**src/rtl/buck_ctrl_defines.svh**
```systemverilog
// Timing and field constants for the dual buck peak-current control block.
// Assumes inclusion by the package and by the control module.
// How it works
// - Peak limit comes from 3-bit range and 9-bit threshold code registers.
// - A new range is applied only once the threshold code has been written.
// - Off time equals 64 times the 5-bit constant divided by the sensed coil voltage.
// - Comparator offset cancelation runs unless disabled; peak alternates per cycle.
// - On reset the factory top-range trim is copied into the 7-bit trim.
// - Peak current is scaled by one plus 0.4 times (trim minus 63)/63.
// - At low LED voltage, zero cross ends the off period.
// - Zero cross also governs low-side switch turn-on and reverse-current turn-off.
// - Low-side turns on only with the high-side gate threshold indication.
// - Over-current periods count up to the count limit plus one.
// - The over-current counter clears when disabled and at each dimming cycle.
// - After the count, channel stays off until its error flag is read.
// - All logic runs on the internal oscillator clock.
// - No register access is served while reset is held.
`ifndef BUCK_CTRL_DEFINES_SVH
`define BUCK_CTRL_DEFINES_SVH
`define RANGE_W 3
`define THR_W 9
`define TOFF_W 5
`define TRIM_W 7
`define OCCNT_W 2
`define VCOIL_W 8
`define TIMER_W 16
`define TRIM_MID 7'h3F
`define TRIM_RESET 7'h3F
`define GAIN_W 20
`define OFF_SCALE 16'h0040
`endif

```
**src/rtl/buck_ctrl_pkg.sv**
```systemverilog
// Types shared by the buck control channels.
// Assumes the defines header sits in the include path.
`include "buck_ctrl_defines.svh"
package buck_ctrl_pkg;
  typedef struct packed {
    logic [`RANGE_W-1:0] range_sel;
    logic range_wr;
    logic [`THR_W-1:0] thr_code;
    logic thr_wr;
    logic [`TOFF_W-1:0] toff_const;
    logic cancel_dis;
    logic [`TRIM_W-1:0] trim;
    logic trim_wr;
    logic [`OCCNT_W-1:0] oc_limit;
  } chan_cfg_s;

  typedef struct packed {
    logic peak_trip;
    logic zero_cross;
    logic hs_gate_vt;
    logic led_string_voltage_low;
    logic oc_trip;
    logic [`VCOIL_W-1:0] vcoil;
  } chan_sense_s;

  typedef struct packed {
    logic hs_on;
    logic ls_on;
    logic cancel_phase;
    logic [`RANGE_W-1:0] range_act;
    logic [`THR_W-1:0] thr_act;
    logic [`TRIM_W-1:0] trim_act;
    logic [`GAIN_W-1:0] peak_ref;
    logic oc_error;
  } chan_out_s;

  typedef enum logic [1:0] {ST_IDLE, ST_ON, ST_OFF, ST_FAULT} phase_e;
endpackage

```
**src/rtl/buck_peak_current_control.sv**
```systemverilog
// Dual buck channel peak-current, off-time and over-current control.
// Assumes comparator inputs arrive asynchronously from the analog core and
// configuration strobes arrive on clk_sys from the serial register logic.
`timescale 1ns/10ps
`include "buck_ctrl_defines.svh"

module buck_chan (
  input wire logic clk_sys,
  input wire logic srst,
  input wire logic enable,
  input wire logic dimming_control_input,
  input wire logic error_flag_read,
  input wire logic [`TRIM_W-1:0] factory_top_range_trim,
  input wire buck_ctrl_pkg::chan_cfg_s cfg,
  input wire buck_ctrl_pkg::chan_sense_s sense_raw,
  output buck_ctrl_pkg::chan_out_s out
);
  import buck_ctrl_pkg::*;

  chan_sense_s s1_q, s_q;
  logic dim1_q, dim_q, dim_prev_q;
  phase_e st_q, st_d;
  logic [`TIMER_W-1:0] tmr_q, tmr_d;
  logic [`RANGE_W-1:0] rng_pend_q, rng_pend_d, rng_q, rng_d;
  logic pend_q, pend_d;
  logic [`THR_W-1:0] thr_q, thr_d;
  logic [`TRIM_W-1:0] trim_q, trim_d;
  logic trim_load_q;
  logic [`OCCNT_W:0] occ_q, occ_d;
  logic err_q, err_d, canc_q, canc_d, ls_q, ls_d, hs_d;
  logic oc_seen_q, oc_seen_d;
  logic [`GAIN_W-1:0] peak_q, peak_d;
  logic [`TIMER_W-1:0] off_len;
  logic run, dim_edge, oc_full;

  // Two stages on every analog comparator and on the dimming pin
  always_ff @(posedge clk_sys) begin
    s1_q <= sense_raw;
    s_q <= s1_q;
    dim1_q <= dimming_control_input;
    dim_q <= dim1_q;
    dim_prev_q <= dim_q;
  end

  assign dim_edge = dim_q & ~dim_prev_q;
  assign run = enable & dim_q;
  assign oc_full = (occ_q == ({1'b0, cfg.oc_limit} + 3'h1));

  // Off time inverse to coil voltage
  always_comb begin
    if (s_q.vcoil == '0) begin
      off_len = {`TIMER_W{1'b1}};
    end else begin
      off_len = `TIMER_W'(({11'h000, cfg.toff_const} * `OFF_SCALE)
                / {8'h00, s_q.vcoil});
    end
  end

  // Configuration path: range, threshold and trim
  always_comb begin
    rng_pend_d = rng_pend_q;
    pend_d = pend_q;
    rng_d = rng_q;
    thr_d = thr_q;
    trim_d = trim_q;
    if (cfg.range_wr) begin
      rng_pend_d = cfg.range_sel;
      pend_d = 1'b1;
    end
    if (cfg.thr_wr) begin
      thr_d = cfg.thr_code;
      if (pend_q) begin
        rng_d = rng_pend_q;
        pend_d = cfg.range_wr;
      end
    end
    if (cfg.trim_wr) begin
      trim_d = cfg.trim;
    end
    if (trim_load_q) begin
      trim_d = factory_top_range_trim;
    end
  end

  // Gain = thr * (63 + 0.4*(trim-63)), scaled by 5
  always_comb begin
    peak_d = `GAIN_W'({1'b0, thr_q} * `GAIN_W'(5 * 63 + 2 *
             ($signed({1'b0, trim_q}) - $signed({1'b0, `TRIM_MID}))));
  end

  // Switching phase, over-current and low-side control
  always_comb begin
    st_d = st_q;
    tmr_d = tmr_q;
    occ_d = occ_q;
    err_d = err_q;
    canc_d = canc_q;
    ls_d = 1'b0;
    oc_seen_d = oc_seen_q;
    case (st_q)
      ST_IDLE: begin
        if (run) begin
          st_d = ST_ON;
        end
      end
      ST_ON: begin
        if (s_q.oc_trip) begin
          oc_seen_d = 1'b1;
        end
        if (s_q.peak_trip) begin
          st_d = ST_OFF;
          tmr_d = off_len;
          canc_d = cfg.cancel_dis ? 1'b0 : ~canc_q;
          if (oc_seen_d && !oc_full) begin
            occ_d = occ_q + 3'h1;
          end
          oc_seen_d = 1'b0;
        end
      end
      ST_OFF: begin
        ls_d = s_q.hs_gate_vt & ~s_q.zero_cross & ~s_q.led_string_voltage_low;
        if (tmr_q != '0) begin
          tmr_d = tmr_q - 1'b1;
        end
        if ((s_q.led_string_voltage_low && s_q.zero_cross) || tmr_q == '0) begin
          st_d = ST_ON;
          ls_d = 1'b0;
        end
      end
      default: begin
        if (error_flag_read) begin
          err_d = 1'b0;
          occ_d = '0;
          st_d = ST_IDLE;
        end
      end
    endcase
    if (st_q != ST_FAULT && oc_full) begin
      st_d = ST_FAULT;
      err_d = 1'b1;
      ls_d = 1'b0;
    end else if (st_q != ST_FAULT && !run) begin
      st_d = ST_IDLE;
      ls_d = 1'b0;
    end
    // Clear counter on disable or dim
    if (!enable || dim_edge) begin
      occ_d = '0;
      oc_seen_d = 1'b0;
    end
  end

  assign hs_d = (st_d == ST_ON);

  always_ff @(posedge clk_sys) begin
    if (srst) begin
      st_q <= ST_IDLE;
      tmr_q <= '0;
      rng_pend_q <= '0;
      pend_q <= 1'b0;
      rng_q <= '0;
      thr_q <= '0;
      trim_q <= `TRIM_RESET;
      trim_load_q <= 1'b1;
      occ_q <= '0;
      err_q <= 1'b0;
      canc_q <= 1'b0;
      ls_q <= 1'b0;
      oc_seen_q <= 1'b0;
      peak_q <= '0;
      out <= '0;
    end else begin
      st_q <= st_d;
      tmr_q <= tmr_d;
      rng_pend_q <= rng_pend_d;
      pend_q <= pend_d;
      rng_q <= rng_d;
      thr_q <= thr_d;
      trim_q <= trim_d;
      trim_load_q <= 1'b0;
      occ_q <= occ_d;
      err_q <= err_d;
      canc_q <= canc_d;
      ls_q <= ls_d;
      oc_seen_q <= oc_seen_d;
      peak_q <= peak_d;
      out.hs_on <= hs_d;
      out.ls_on <= ls_d;
      out.cancel_phase <= canc_d;
      out.range_act <= rng_d;
      out.thr_act <= thr_d;
      out.trim_act <= trim_d;
      out.peak_ref <= peak_q;
      out.oc_error <= err_d;
    end
  end
endmodule

module buck_peak_current_control (
  input wire logic clk_sys,
  input wire logic srst,
  input wire logic [1:0] chan_enable,
  input wire logic [1:0] dimming_control_input,
  input wire logic [1:0] error_flag_read,
  input wire logic [`TRIM_W-1:0] factory_top_range_trim [2],
  input wire buck_ctrl_pkg::chan_cfg_s cfg [2],
  input wire buck_ctrl_pkg::chan_sense_s sense [2],
  output buck_ctrl_pkg::chan_out_s chan_out [2]
);
  import buck_ctrl_pkg::*;

  for (genvar i = 0; i < 2; i++) begin : g_ch
    buck_chan u_ch (
      .clk_sys(clk_sys),
      .srst(srst),
      .enable(chan_enable[i]),
      .dimming_control_input(dimming_control_input[i]),
      .error_flag_read(error_flag_read[i]),
      .factory_top_range_trim(factory_top_range_trim[i]),
      .cfg(cfg[i]),
      .sense_raw(sense[i]),
      .out(chan_out[i])
    );
  end
endmodule

```
**config.mk**
```make
export PLATFORM = sky130hd
export DESIGN_NAME = buck_peak_current_control
export DESIGN_NICKNAME = d
export VERILOG_FILES = /design/src/rtl/buck_ctrl_pkg.sv /design/src/rtl/buck_peak_current_control.sv
export VERILOG_INCLUDE_DIRS = /design/src /design/src/rtl
export SDC_FILE = /design/constraint.sdc
export NUM_CORES = 1
export LEC_CHECK = 0
export ABC_AREA = 0
export BUFFER_PORTS_ARGS = -buffer_cell sky130_fd_sc_hd__buf_2
export CELL_PAD_IN_SITES_DETAIL_PLACEMENT = 0
export CELL_PAD_IN_SITES_GLOBAL_PLACEMENT = 1
export CORE_ASPECT_RATIO = 2
export CORE_MARGIN = 1
export CORE_UTILIZATION = 48
export CTS_BUF_LIST = sky130_fd_sc_hd__clkbuf_16
export DETAILED_ROUTE_END_ITERATION = 16
export HOLD_SLACK_MARGIN = 0.1
export PLACE_DENSITY = 0.89
export SYNTH_ARGS = -nofsm -noshare
export SYNTH_HDL_FRONTEND = slang
export SYNTH_SLANG_ARGS = --single-unit
export TNS_END_PERCENT = 20
```
**constraint.sdc**
```tcl
create_clock -name clk_sys -period 29.7 [get_ports clk_sys]
set_input_delay 4.455 -clock clk_sys [delete_from_list [all_inputs] [get_ports clk_sys]]
set_output_delay 4.455 -clock clk_sys [all_outputs]
set_load 0.02 [all_outputs]
```
==> summary.md, run 1 <==
| Metric | Value |
|---|---|
| CORE AREA | `55300 sq um` |
| FF/Latch Area | `4990 sq um` |
| Synth Area in Adders | `24.4%` |
| Fin. max-slew vios | `0` |
| Critical Path Max Stage Delay | `490 ps` |
| Hold wc startpoint | `g_ch[0].u_ch.s1_q[11]$_DFF_P_` |
| Die Ht | `336 um` |
| # IOs | `194` |
| Worst-path clk slew | `70 ps` |
| GP Congestion | `0.919` |
| Min-Delay Path Class | `register to register` |
| Synthesis warning total | `0` |
| CTS tree | `built` |
| Syn-to-layout area delta | `10.1%` |
| Worst-margin pin slew | `1170 ps` |
| Reg2reg start | `g_ch[1].u_ch.s_q[0]$_DFF_P_` |
| H-tree depth | `1` |
| Synth async-reset ratio | `0%` |
| Crit path launch type | `register` |
| Yosys top cell by area | `dfxtp_1` |
| Worst-skew pair later-pin latency | `550 ps` |
| Clock sinks | `249` |
| Worst path most repeated cell | `ha_1` |
| DR pass1 iterations | `6` |
| DRT Wirelength | `72800 um` |
| Launch point of the worst path | `g_ch[1].u_ch.s_q[0]$_DFF_P_` |
| Via Count | `23900` |
| First-pass GRT wire length | `118000 um` |
| Multi-input gate area | `20600 sq um` |
| DRT antenna net count | `0` |
| Outcome | `finished, final reports clean` |
| Cell Area, Synth | `26800 sq um` |
| Final core utilization | `53.4%` |
| DRC viols | `0` |
| Total die area | `56900 sq um` |
| Crit-path max FO | `18` |
| Share of layout cells above drive strength 1 | `12.1%` |
| IO Port Bufs | `193` |
| Post-Route Skew | `12.0 ps` |
| Synth top area share | `18.6%` |
| Avg WL per Cell | `17.3 um` |
| GRT overflow | `0` |
| Via-per-instance ratio | `5.70` |
| Max_cap viols | `0` |
| Setup crit end kind | `register` |
| Largest net degree at the start of global routing | `100` |
| Final number of setup-violating endpoints | `0` |
| Die Wd | `169 um` |
| WP data arrival | `28130 ps` |
| Cts bufs inserted | `25` |
| Starting DRC count in detailed routing | `809` |
| Slowest CP cell | `o31a_2` |
| Root Driver | `clkbuf_16` |
| Fmax | `36.1 MHz` |
| Fillers | `5419` |
| Max-slew headroom | `21.2%` |
| Largest family of logic cells by synthesized area | `adder cells` |
| Post-Synth Simple-Gate Area | `21.2%` |
| Primary FF master, synth | `dfxtp_1` |
| Vias in the first global route | `24600` |
| Synthesized instance count | `3246` |
| Initial Utilization | `48.6%` |
| Initial antenna violation count | `6` |
| Register area share after synthesis | `18.6%` |
| Synth top area cells | `dfxtp_1, ha_1, fa_1` |
| Final hold vios | `0` |
| Worst Path Required | `30120 ps` |
| Synth unique cells | `123` |
| Row Count | `122` |
| Total Routing Usage GR | `25.7%` |
| Setup CP Type | `register to register` |
| Layout Nets | `3979` |
| Mux contribution to synthesized area | `4.68%` |
| DP HPWL | `58200 um` |
| Final Cycle Share | `93.3%` |
| XOR/XNOR share of the synthesized area | `4.86%` |
| Compound-Gate Fraction of Synth Area | `20.8%` |
| Mean post-synth cell area | `8.27 sq um` |
| CTS max path bufs | `3` |
| Min cycle time layout | `27710 ps` |
| Post-synth EDFFs | `0` |
| Seq cells post-synth | `249` |
## Yosys cell counts, types with 6 or more instances
library cell    n
buf_1          12
nor2_1        302
a211oi_1       26
nor4_1         17
o211ai_1       35
buf_4          11
o21ai_0       115
and3_1         20
mux2i_1        64
nor3b_1         9
or3_1          38
a21boi_0       15
o221ai_1        9
o2111ai_1      10
dfxtp_1       249
clkbuf_1       73
o31ai_1        33
fa_1          146
a2111oi_0       6
xor2_1         58
nand2_1       257
buf_6           6
a211o_1         7
a22oi_1        11
a221oi_1        9
buf_2           6
o221a_2         7
xnor2_1        91
mux2_2         43
nand4_1        17
and2_1         80
a31oi_1        23
a21oi_1       223
ha_1          290
nand3_1        61
a21o_1         69
o21bai_1       28
or2_2          10
inv_1         253
nor2b_1       110
o21a_1         73
nand2b_1       63
o22ai_1        13
nor3_1         91
## cell type report
type | instances | area share [%]
Clock buffer | 25 | 2.12
Sequential cell | 249 | 16.9
Timing Repair Buffer | 226 | 4.13
Inverter | 254 | 3.25
Multi-Input combinational cell | 2679 | 69.9
Antenna cell | 1 | 0.00848
Tap cell | 744 | 3.15
Clock inverter | 19 | 0.487
## through the flow
stage	worst slack, ps	TNS, ps	instances	cell area, sq um	hold WS, ps
final	1990	0	4197	29500	326
after global routing	-47.3	-64.1	4196	29500	335
after CTS	783	0	4189	29400	329
after detailed placement	878	0	4145	28600	312
after global placement	1290	0	4145	28600	310
after floorplan	2830	0	3290	27000	310
## flip-flops by register name, summed over array words and instances, names as in the netlist, 4 cells and up
name                  cells
g_ch.u_ch.s_q            26
g_ch.u_ch.rng_pend_q      6
g_ch.u_ch.peak_q         40
g_ch.u_ch.out            85
g_ch.u_ch.s1_q           26
g_ch.u_ch.trim_q         13
g_ch.u_ch.tmr_q          32
g_ch.u_ch.occ_q           6
g_ch.u_ch.st_q            4
## kinds of logic after synthesis
logic type / after synthesis
AND/OR/NAND/NOR: 1125
multiplexers: 117
AO/OA/AOI/OAI: 806
flip-flops: 249
XOR/XNOR: 149
adder cells (fa/ha/maj): 436
other: 2
buffers and inverters: 362
## worst max-delay path: cells and delay by family (launching register included)
kind / cells / cell delay, ps
and+or+nand+nor: 29 / 6300
AOI/OAI and AO/OA: 58 / 12390
adders and majority gates: 14 / 4230
muxes: 9 / 3050
buffers and inverters: 7 / 1220
DFF: 1 / 320
## worst paths after layout
| path | cells after the start | endpoint | slack, ps |
|---|---|---|---|
| worst max-delay path | 117 | g_ch[1].u_ch.tmr_q[0]$_SDFFE_PP0P_ | 1990 |
| worst min-delay path | 0 | g_ch[0].u_ch.s_q[11]$_DFF_P_ | 330 |
| worst max register to register | 117 | g_ch[1].u_ch.tmr_q[0]$_SDFFE_PP0P_ | 1990 |
| worst min register to register | 0 | g_ch[0].u_ch.s_q[11]$_DFF_P_ | 330 |
## layout by cell type (no fill, tap or decap), drive strengths merged, types with 35 or more instances in the layout
cell type / n
xnor2: 91
mux2i: 64
and2: 81
xor2: 58
nor3: 99
o211ai: 36
o21a: 73
nor2: 304
conb: 46
or3: 38
mux2: 53
o31ai: 35
dfxtp: 249
buf: 226
nor2b: 110
nand2: 258
a21o: 69
a21oi: 225
fa: 146
inv: 262
ha: 290
o21ai: 121
nand3: 62
nand2b: 64
## layer usage
layer / share of wire, % / global-route usage, % / vias to the layer above
met5: 0.062 / 0 / -
met4: 4.5 / 11.5 / 8
met3: 4.0 / 3.24 / 181
met2: 55 / 52.4 / 521
met1: 36 / 25.0 / 11400
li1: - / - / 11800
## what timing repair did
item | in CTS | in global routing
gates resized for setup | 0 | 25
buffers inserted | 0 | 7
endpoints found under the setup margin | 0 | 2
hold buffers | 0 | 0
Power of run 1 is not shown: default switching activity piles up to over one toggle a cycle in this logic, so the estimate is an artifact.
==> inputs of run 2 (changes only) <==
- CORE_UTILIZATION: 48 -> 43
- GPL_ROUTABILITY_DRIVEN: not set -> 0
- PLACE_DENSITY: 0.89 -> 0.85
- clock period: 29.7 -> 24.8 ns (I/O delays scaled with it)
==> run 2 against run 1 <==
Via count rose by 3.6%. Setup slack got worse by 1000 ps. Non-clock buffer count rose by 152. Cell area rose by 7.3%. Wire length rose by 7.2%. Worst hold slack got worse by 12 ps.
==> summary.md, run 2 (synthesis gave the netlist of run 1 again) <==
| Metric | Value |
|---|---|
| DRC viols | `0` |
| Delay-heaviest family, CP | `compound AO/OA/AOI/OAI gates` |
| H-tree depth | `1` |
| Initial Utilization | `43.4%` |
| Die Ht | `355 um` |
| Vias in the first global route | `25200` |
| CORE AREA | `61800 sq um` |
| DP HPWL | `61100 um` |
| Register with the highest flop count | `g_ch.u_ch.out` |
| Max_cap viols | `0` |
| Largest net degree at the start of global routing | `95` |
| Worst Path Required | `25250 ps` |
| IO Port Bufs | `193` |
| Fin. max-slew vios | `0` |
| Worst-path clk slew | `90 ps` |
| Post-Route Skew | `20.6 ps` |
| Layout Nets | `4132` |
| Via-per-instance ratio | `5.63` |
| Commonest non-fill, non-tap cells in the layout | `nor2_1, ha_1, inv_1, nand2_1, dfxtp_1` |
| Final Cycle Share | `96.1%` |
| Die Wd | `179 um` |
| Setup CP Type | `register to register` |
| GRT overflow | `0` |
| CTS tree | `built` |
| # IOs | `194` |
| Syn-to-layout area delta | `18.1%` |
| WP buf/inv | `11` |
| Via Count | `24800` |
| DRT Wirelength | `78000 um` |
| Row Count | `129` |
| Top Registers | `g_ch.u_ch.out (85), g_ch.u_ch.peak_q (40), g_ch.u_ch.tmr_q (32)` |
| First-pass GRT wire length | `123000 um` |
| Setup crit end kind | `register` |
| Avg WL per Cell | `17.7 um` |
| Critical Path Max Stage Delay | `470 ps` |
| Max reg flops | `85` |
| Min cycle time layout | `23830 ps` |
| Setup TNS | `0 ps` |
| Fmax | `42.0 MHz` |
| Root Driver | `clkbuf_16` |
| Worst-skew pair later-pin latency | `580 ps` |
| Share of layout cells above drive strength 1 | `18.9%` |
| # hold bufs at CTS | `0` |
| Cts bufs inserted | `26` |
| Crit-path max FO | `10` |
| Worst path most repeated cell | `a21o_1` |
| Min-Delay Path Class | `register to register` |
| Starting DRC count in detailed routing | `833` |
| Commonest non-fill, non-tap cell in the layout | `nor2_1` |
| Max-slew headroom | `31.3%` |
| Outcome | `finished, final reports clean` |
| DR pass1 iterations | `5` |
| Worst-margin pin slew | `1030 ps` |
| Final hold vios | `0` |
| Initial antenna violation count | `9` |
| Final number of setup-violating endpoints | `0` |
| WP data arrival | `24270 ps` |
| CTS max path bufs | `3` |
| Hold_ws | `314 ps` |
| Clock sinks | `249` |
| Slowest CP cell | `or4_1` |
| RSZ-0062 raised after global routing | `true` |
| Total Routing Usage GR | `24.3%` |
| Total die area | `63500 sq um` |
| Crit path launch type | `register` |
| DRT antenna net count | `0` |
## run 2: repair_timing
action | CTS | global route
pin swaps | 2 | 72
buffers inserted | 3 | 41
cloned | 0 | 1
endpoints found under the setup margin | 2 | 4
gates resized for setup | 13 | 142
endpoints found under the hold margin | 0 | 0
## run 2: metal layers
metal / vias to the layer above / routed length [um] / global-route usage (%)
li1: 12100 / - / -
met1: 11900 / 27800 / 23.3
met2: 573 / 43400 / 48.9
met3: 210 / 3180 / 3.26
met4: 10 / 3560 / 11.7
met5: - / 68 / 0
## run 2: area by class of cell
class                           instances  area (sq um)
Multi-Input combinational cell       2679         21400
Clock buffer                           26           651
Timing Repair Buffer                  378          2390
Antenna cell                            4          10.0
Fill cell                            6000         30100
Clock inverter                         22           305
Tap cell                              786           983
Inverter                              254           957
Sequential cell                       249          4990
## run 2: worst paths after layout
| path | end | cells after the start | start | slack [ps] |
|---|---|---|---|---|
| worst min-delay path | g_ch[0].u_ch.s_q[6]$_DFF_P_ | 0 | g_ch[0].u_ch.s1_q[6]$_DFF_P_ | 310 |
| worst max-delay path | g_ch[1].u_ch.tmr_q[0]$_SDFFE_PP0P_ | 122 | g_ch[1].u_ch.s_q[0]$_DFF_P_ | 970 |
| worst min register to register | g_ch[0].u_ch.s_q[6]$_DFF_P_ | 0 | g_ch[0].u_ch.s1_q[6]$_DFF_P_ | 310 |
| worst max register to register | g_ch[1].u_ch.tmr_q[0]$_SDFFE_PP0P_ | 122 | g_ch[1].u_ch.s_q[0]$_DFF_P_ | 970 |
## run 2: metrics by stage
stage	worst slack (ps)	area [sq um]	util (%)	cells
after global placement	-371	29600	47.9	4301
after floorplan	-37.0	27200	-	3290
after global routing	-205	31700	51.3	4396
final	973	31700	51.3	4398
after CTS	22.1	30700	49.6	4352
after detailed placement	-363	29600	47.9	4301
## run 2: worst reg2reg max path, delay by kind of cell, from the launching register on
family	cells	cell delay, ps
compound gates	59	10870
buf+inv	11	1640
flops	1	390
mux	7	2110
fa+ha+maj	14	3720
simple gates	30	4840
xor+xnor	1	140
Power of run 2 is left out for the same reason.
==> inputs of run 3 (changes only) <==
- CORE_UTILIZATION: 43 -> 44
- CTS_BUF_LIST: sky130_fd_sc_hd__clkbuf_16 -> sky130_fd_sc_hd__clkbuf_8
- PLACE_DENSITY: 0.85 -> 0.86
==> run 3 against run 2 <==
Register-to-register slack about the same. Clock skew up 12 ps. Cell count up 0.75%. Non-clock buffer count up 18. Core utilization up 1.6 points. Die area down 2.3%. Clock-buffer cell count up 28. Critical path depth down 1. Largest cell class unchanged. Highest routed layer unchanged.
==> summary.md, run 3 (synthesis gave the netlist of run 1 again) <==
| Metric | Value |
|---|---|
| Slowest CP cell | `or4_4` |
| Setup WS post-layout | `971 ps` |
| Largest net degree at the start of global routing | `87` |
| Layout Nets | `4165` |
| Total Routing Usage GR | `25.1%` |
| Worst-skew pair later-pin latency | `640 ps` |
| DP HPWL | `61700 um` |
| Final Cycle Share | `96.1%` |
| Worst-margin pin slew | `1040 ps` |
| IO Port Bufs | `193` |
| DRT antenna net count | `0` |
| Worst Path Required | `25300 ps` |
| Commonest non-fill, non-tap cells in the layout | `nor2_1, ha_1, inv_1` |
| Via Count | `24900` |
| Total die area | `62000 sq um` |
| DRT Wirelength | `78700 um` |
| Crit path launch type | `register` |
| Crit-path max FO | `8` |
| Max-slew headroom | `30.8%` |
| Fmax | `42.0 MHz` |
| Final core utilization | `52.9%` |
| Setup CP Type | `register to register` |
| Final hold vios | `0` |
| Min-Delay Path Class | `register to register` |
| Worst-path clk slew | `70 ps` |
| Cts bufs inserted | `41` |
| Final number of setup-violating endpoints | `0` |
| Initial Utilization | `44.7%` |
| Pre-CTS setup slack | `-538 ps` |
| WP data arrival | `24330 ps` |
| Post-Route Skew | `32.5 ps` |
| Row Count | `127` |
| Register with the highest flop count | `g_ch.u_ch.out` |
| Clock sinks | `249` |
| Avg WL per Cell | `17.8 um` |
| DP Area | `29700 sq um` |
| # IOs | `194` |
| CORE AREA | `60100 sq um` |
| Max_cap viols | `0` |
| Outcome | `finished, final reports clean` |
| Min cycle time layout | `23830 ps` |
| CTS tree | `built` |
| Vias in the first global route | `25400` |
| DR pass1 iterations | `5` |
| Max reg flops | `85` |
| Post-Place Cells | `4302` |
| Fin cells | `4431` |
| Via-per-instance ratio | `5.62` |
| Die Wd | `177 um` |
| Setup crit end kind | `register` |
| Root Driver | `clkbuf_8` |
| Finished Cell Area | `31800 sq um` |
| Starting DRC count in detailed routing | `844` |
| Fillers | `5729` |
| First-pass GRT wire length | `124000 um` |
| Critical Path Max Stage Delay | `550 ps` |
| Share of layout cells above drive strength 1 | `19.7%` |
| GRT overflow | `0` |
| DRC viols | `0` |
| Syn-to-layout area delta | `18.4%` |
| Commonest non-fill, non-tap cell in the layout | `nor2_1` |
| Die Ht | `351 um` |
| H-tree depth | `2` |
| Initial antenna violation count | `8` |
| Top Registers | `g_ch.u_ch.out (85), g_ch.u_ch.peak_q (40), g_ch.u_ch.tmr_q (32)` |
| CTS max path bufs | `3` |
| Fin. max-slew vios | `0` |
-- run 3: cell type report --
type	instances	area, sq um	area share, %
Multi-Input combinational cell	2679	21400	67.3
Sequential cell	249	4990	15.7
Timing Repair Buffer	396	2530	7.96
Tap cell	774	968	3.05
Inverter	254	957	3.01
Clock buffer	54	743	2.34
Clock inverter	21	200	0.630
Antenna cell	4	10.0	0.0315
-- run 3: metrics by stage --
stage / hold WS [ps] / setup TNS [ps]
2_1_floorplan: 310 / -37.0
3_3_place_gp: 311 / -259
3_5_place_dp: 312 / -803
4_1_cts: 321 / 0
5_1_grt: 330 / -357
6_report: 323 / 0
-- run 3: layer usage --
layer | GRT usage, % | vias to the layer above | wire length, um
met5 | 0 | - | 47
li1 | - | 12200 | -
met2 | 51.0 | 570 | 44000
met4 | 12.9 | 8 | 3920
met1 | 23.1 | 11900 | 27600
met3 | 4.14 | 226 | 3050
-- run 3: worst max-delay path, delay by kind of cell (launching register included) --
kind | cells | cell delay [ps]
AND/OR/NAND/NOR | 32 | 5780
adder cells (fa/ha/maj) | 13 | 3440
multiplexers | 6 | 1860
XOR/XNOR | 1 | 140
buffers and inverters | 9 | 1430
flip-flops | 1 | 340
AO/OA/AOI/OAI | 60 | 10670
-- run 3: repair_timing --
item / CTS / global route
hold buffers: 0 / 0
pin swaps: 2 / 66
setup buffers: 2 / 47
endpoints found under the setup margin: 2 / 4
cloned: 0 / 1
resized for setup: 9 / 141
endpoints found under the hold margin: 0 / 0
-- run 3: final timing paths --
check | startpoint | to | slack, ps | depth (start not counted)
worst max-delay path | g_ch[1].u_ch.s_q[6]$_DFF_P_ | g_ch[1].u_ch.tmr_q[0]$_SDFFE_PP0P_ | 970 | 121
worst min-delay path | g_ch[0].u_ch.s1_q[8]$_DFF_P_ | g_ch[0].u_ch.s_q[8]$_DFF_P_ | 320 | 0
worst min register to register | g_ch[0].u_ch.s1_q[8]$_DFF_P_ | g_ch[0].u_ch.s_q[8]$_DFF_P_ | 320 | 0
worst max register to register | g_ch[1].u_ch.s_q[6]$_DFF_P_ | g_ch[1].u_ch.tmr_q[0]$_SDFFE_PP0P_ | 970 | 121
Power of run 3 is left out for the same reason.
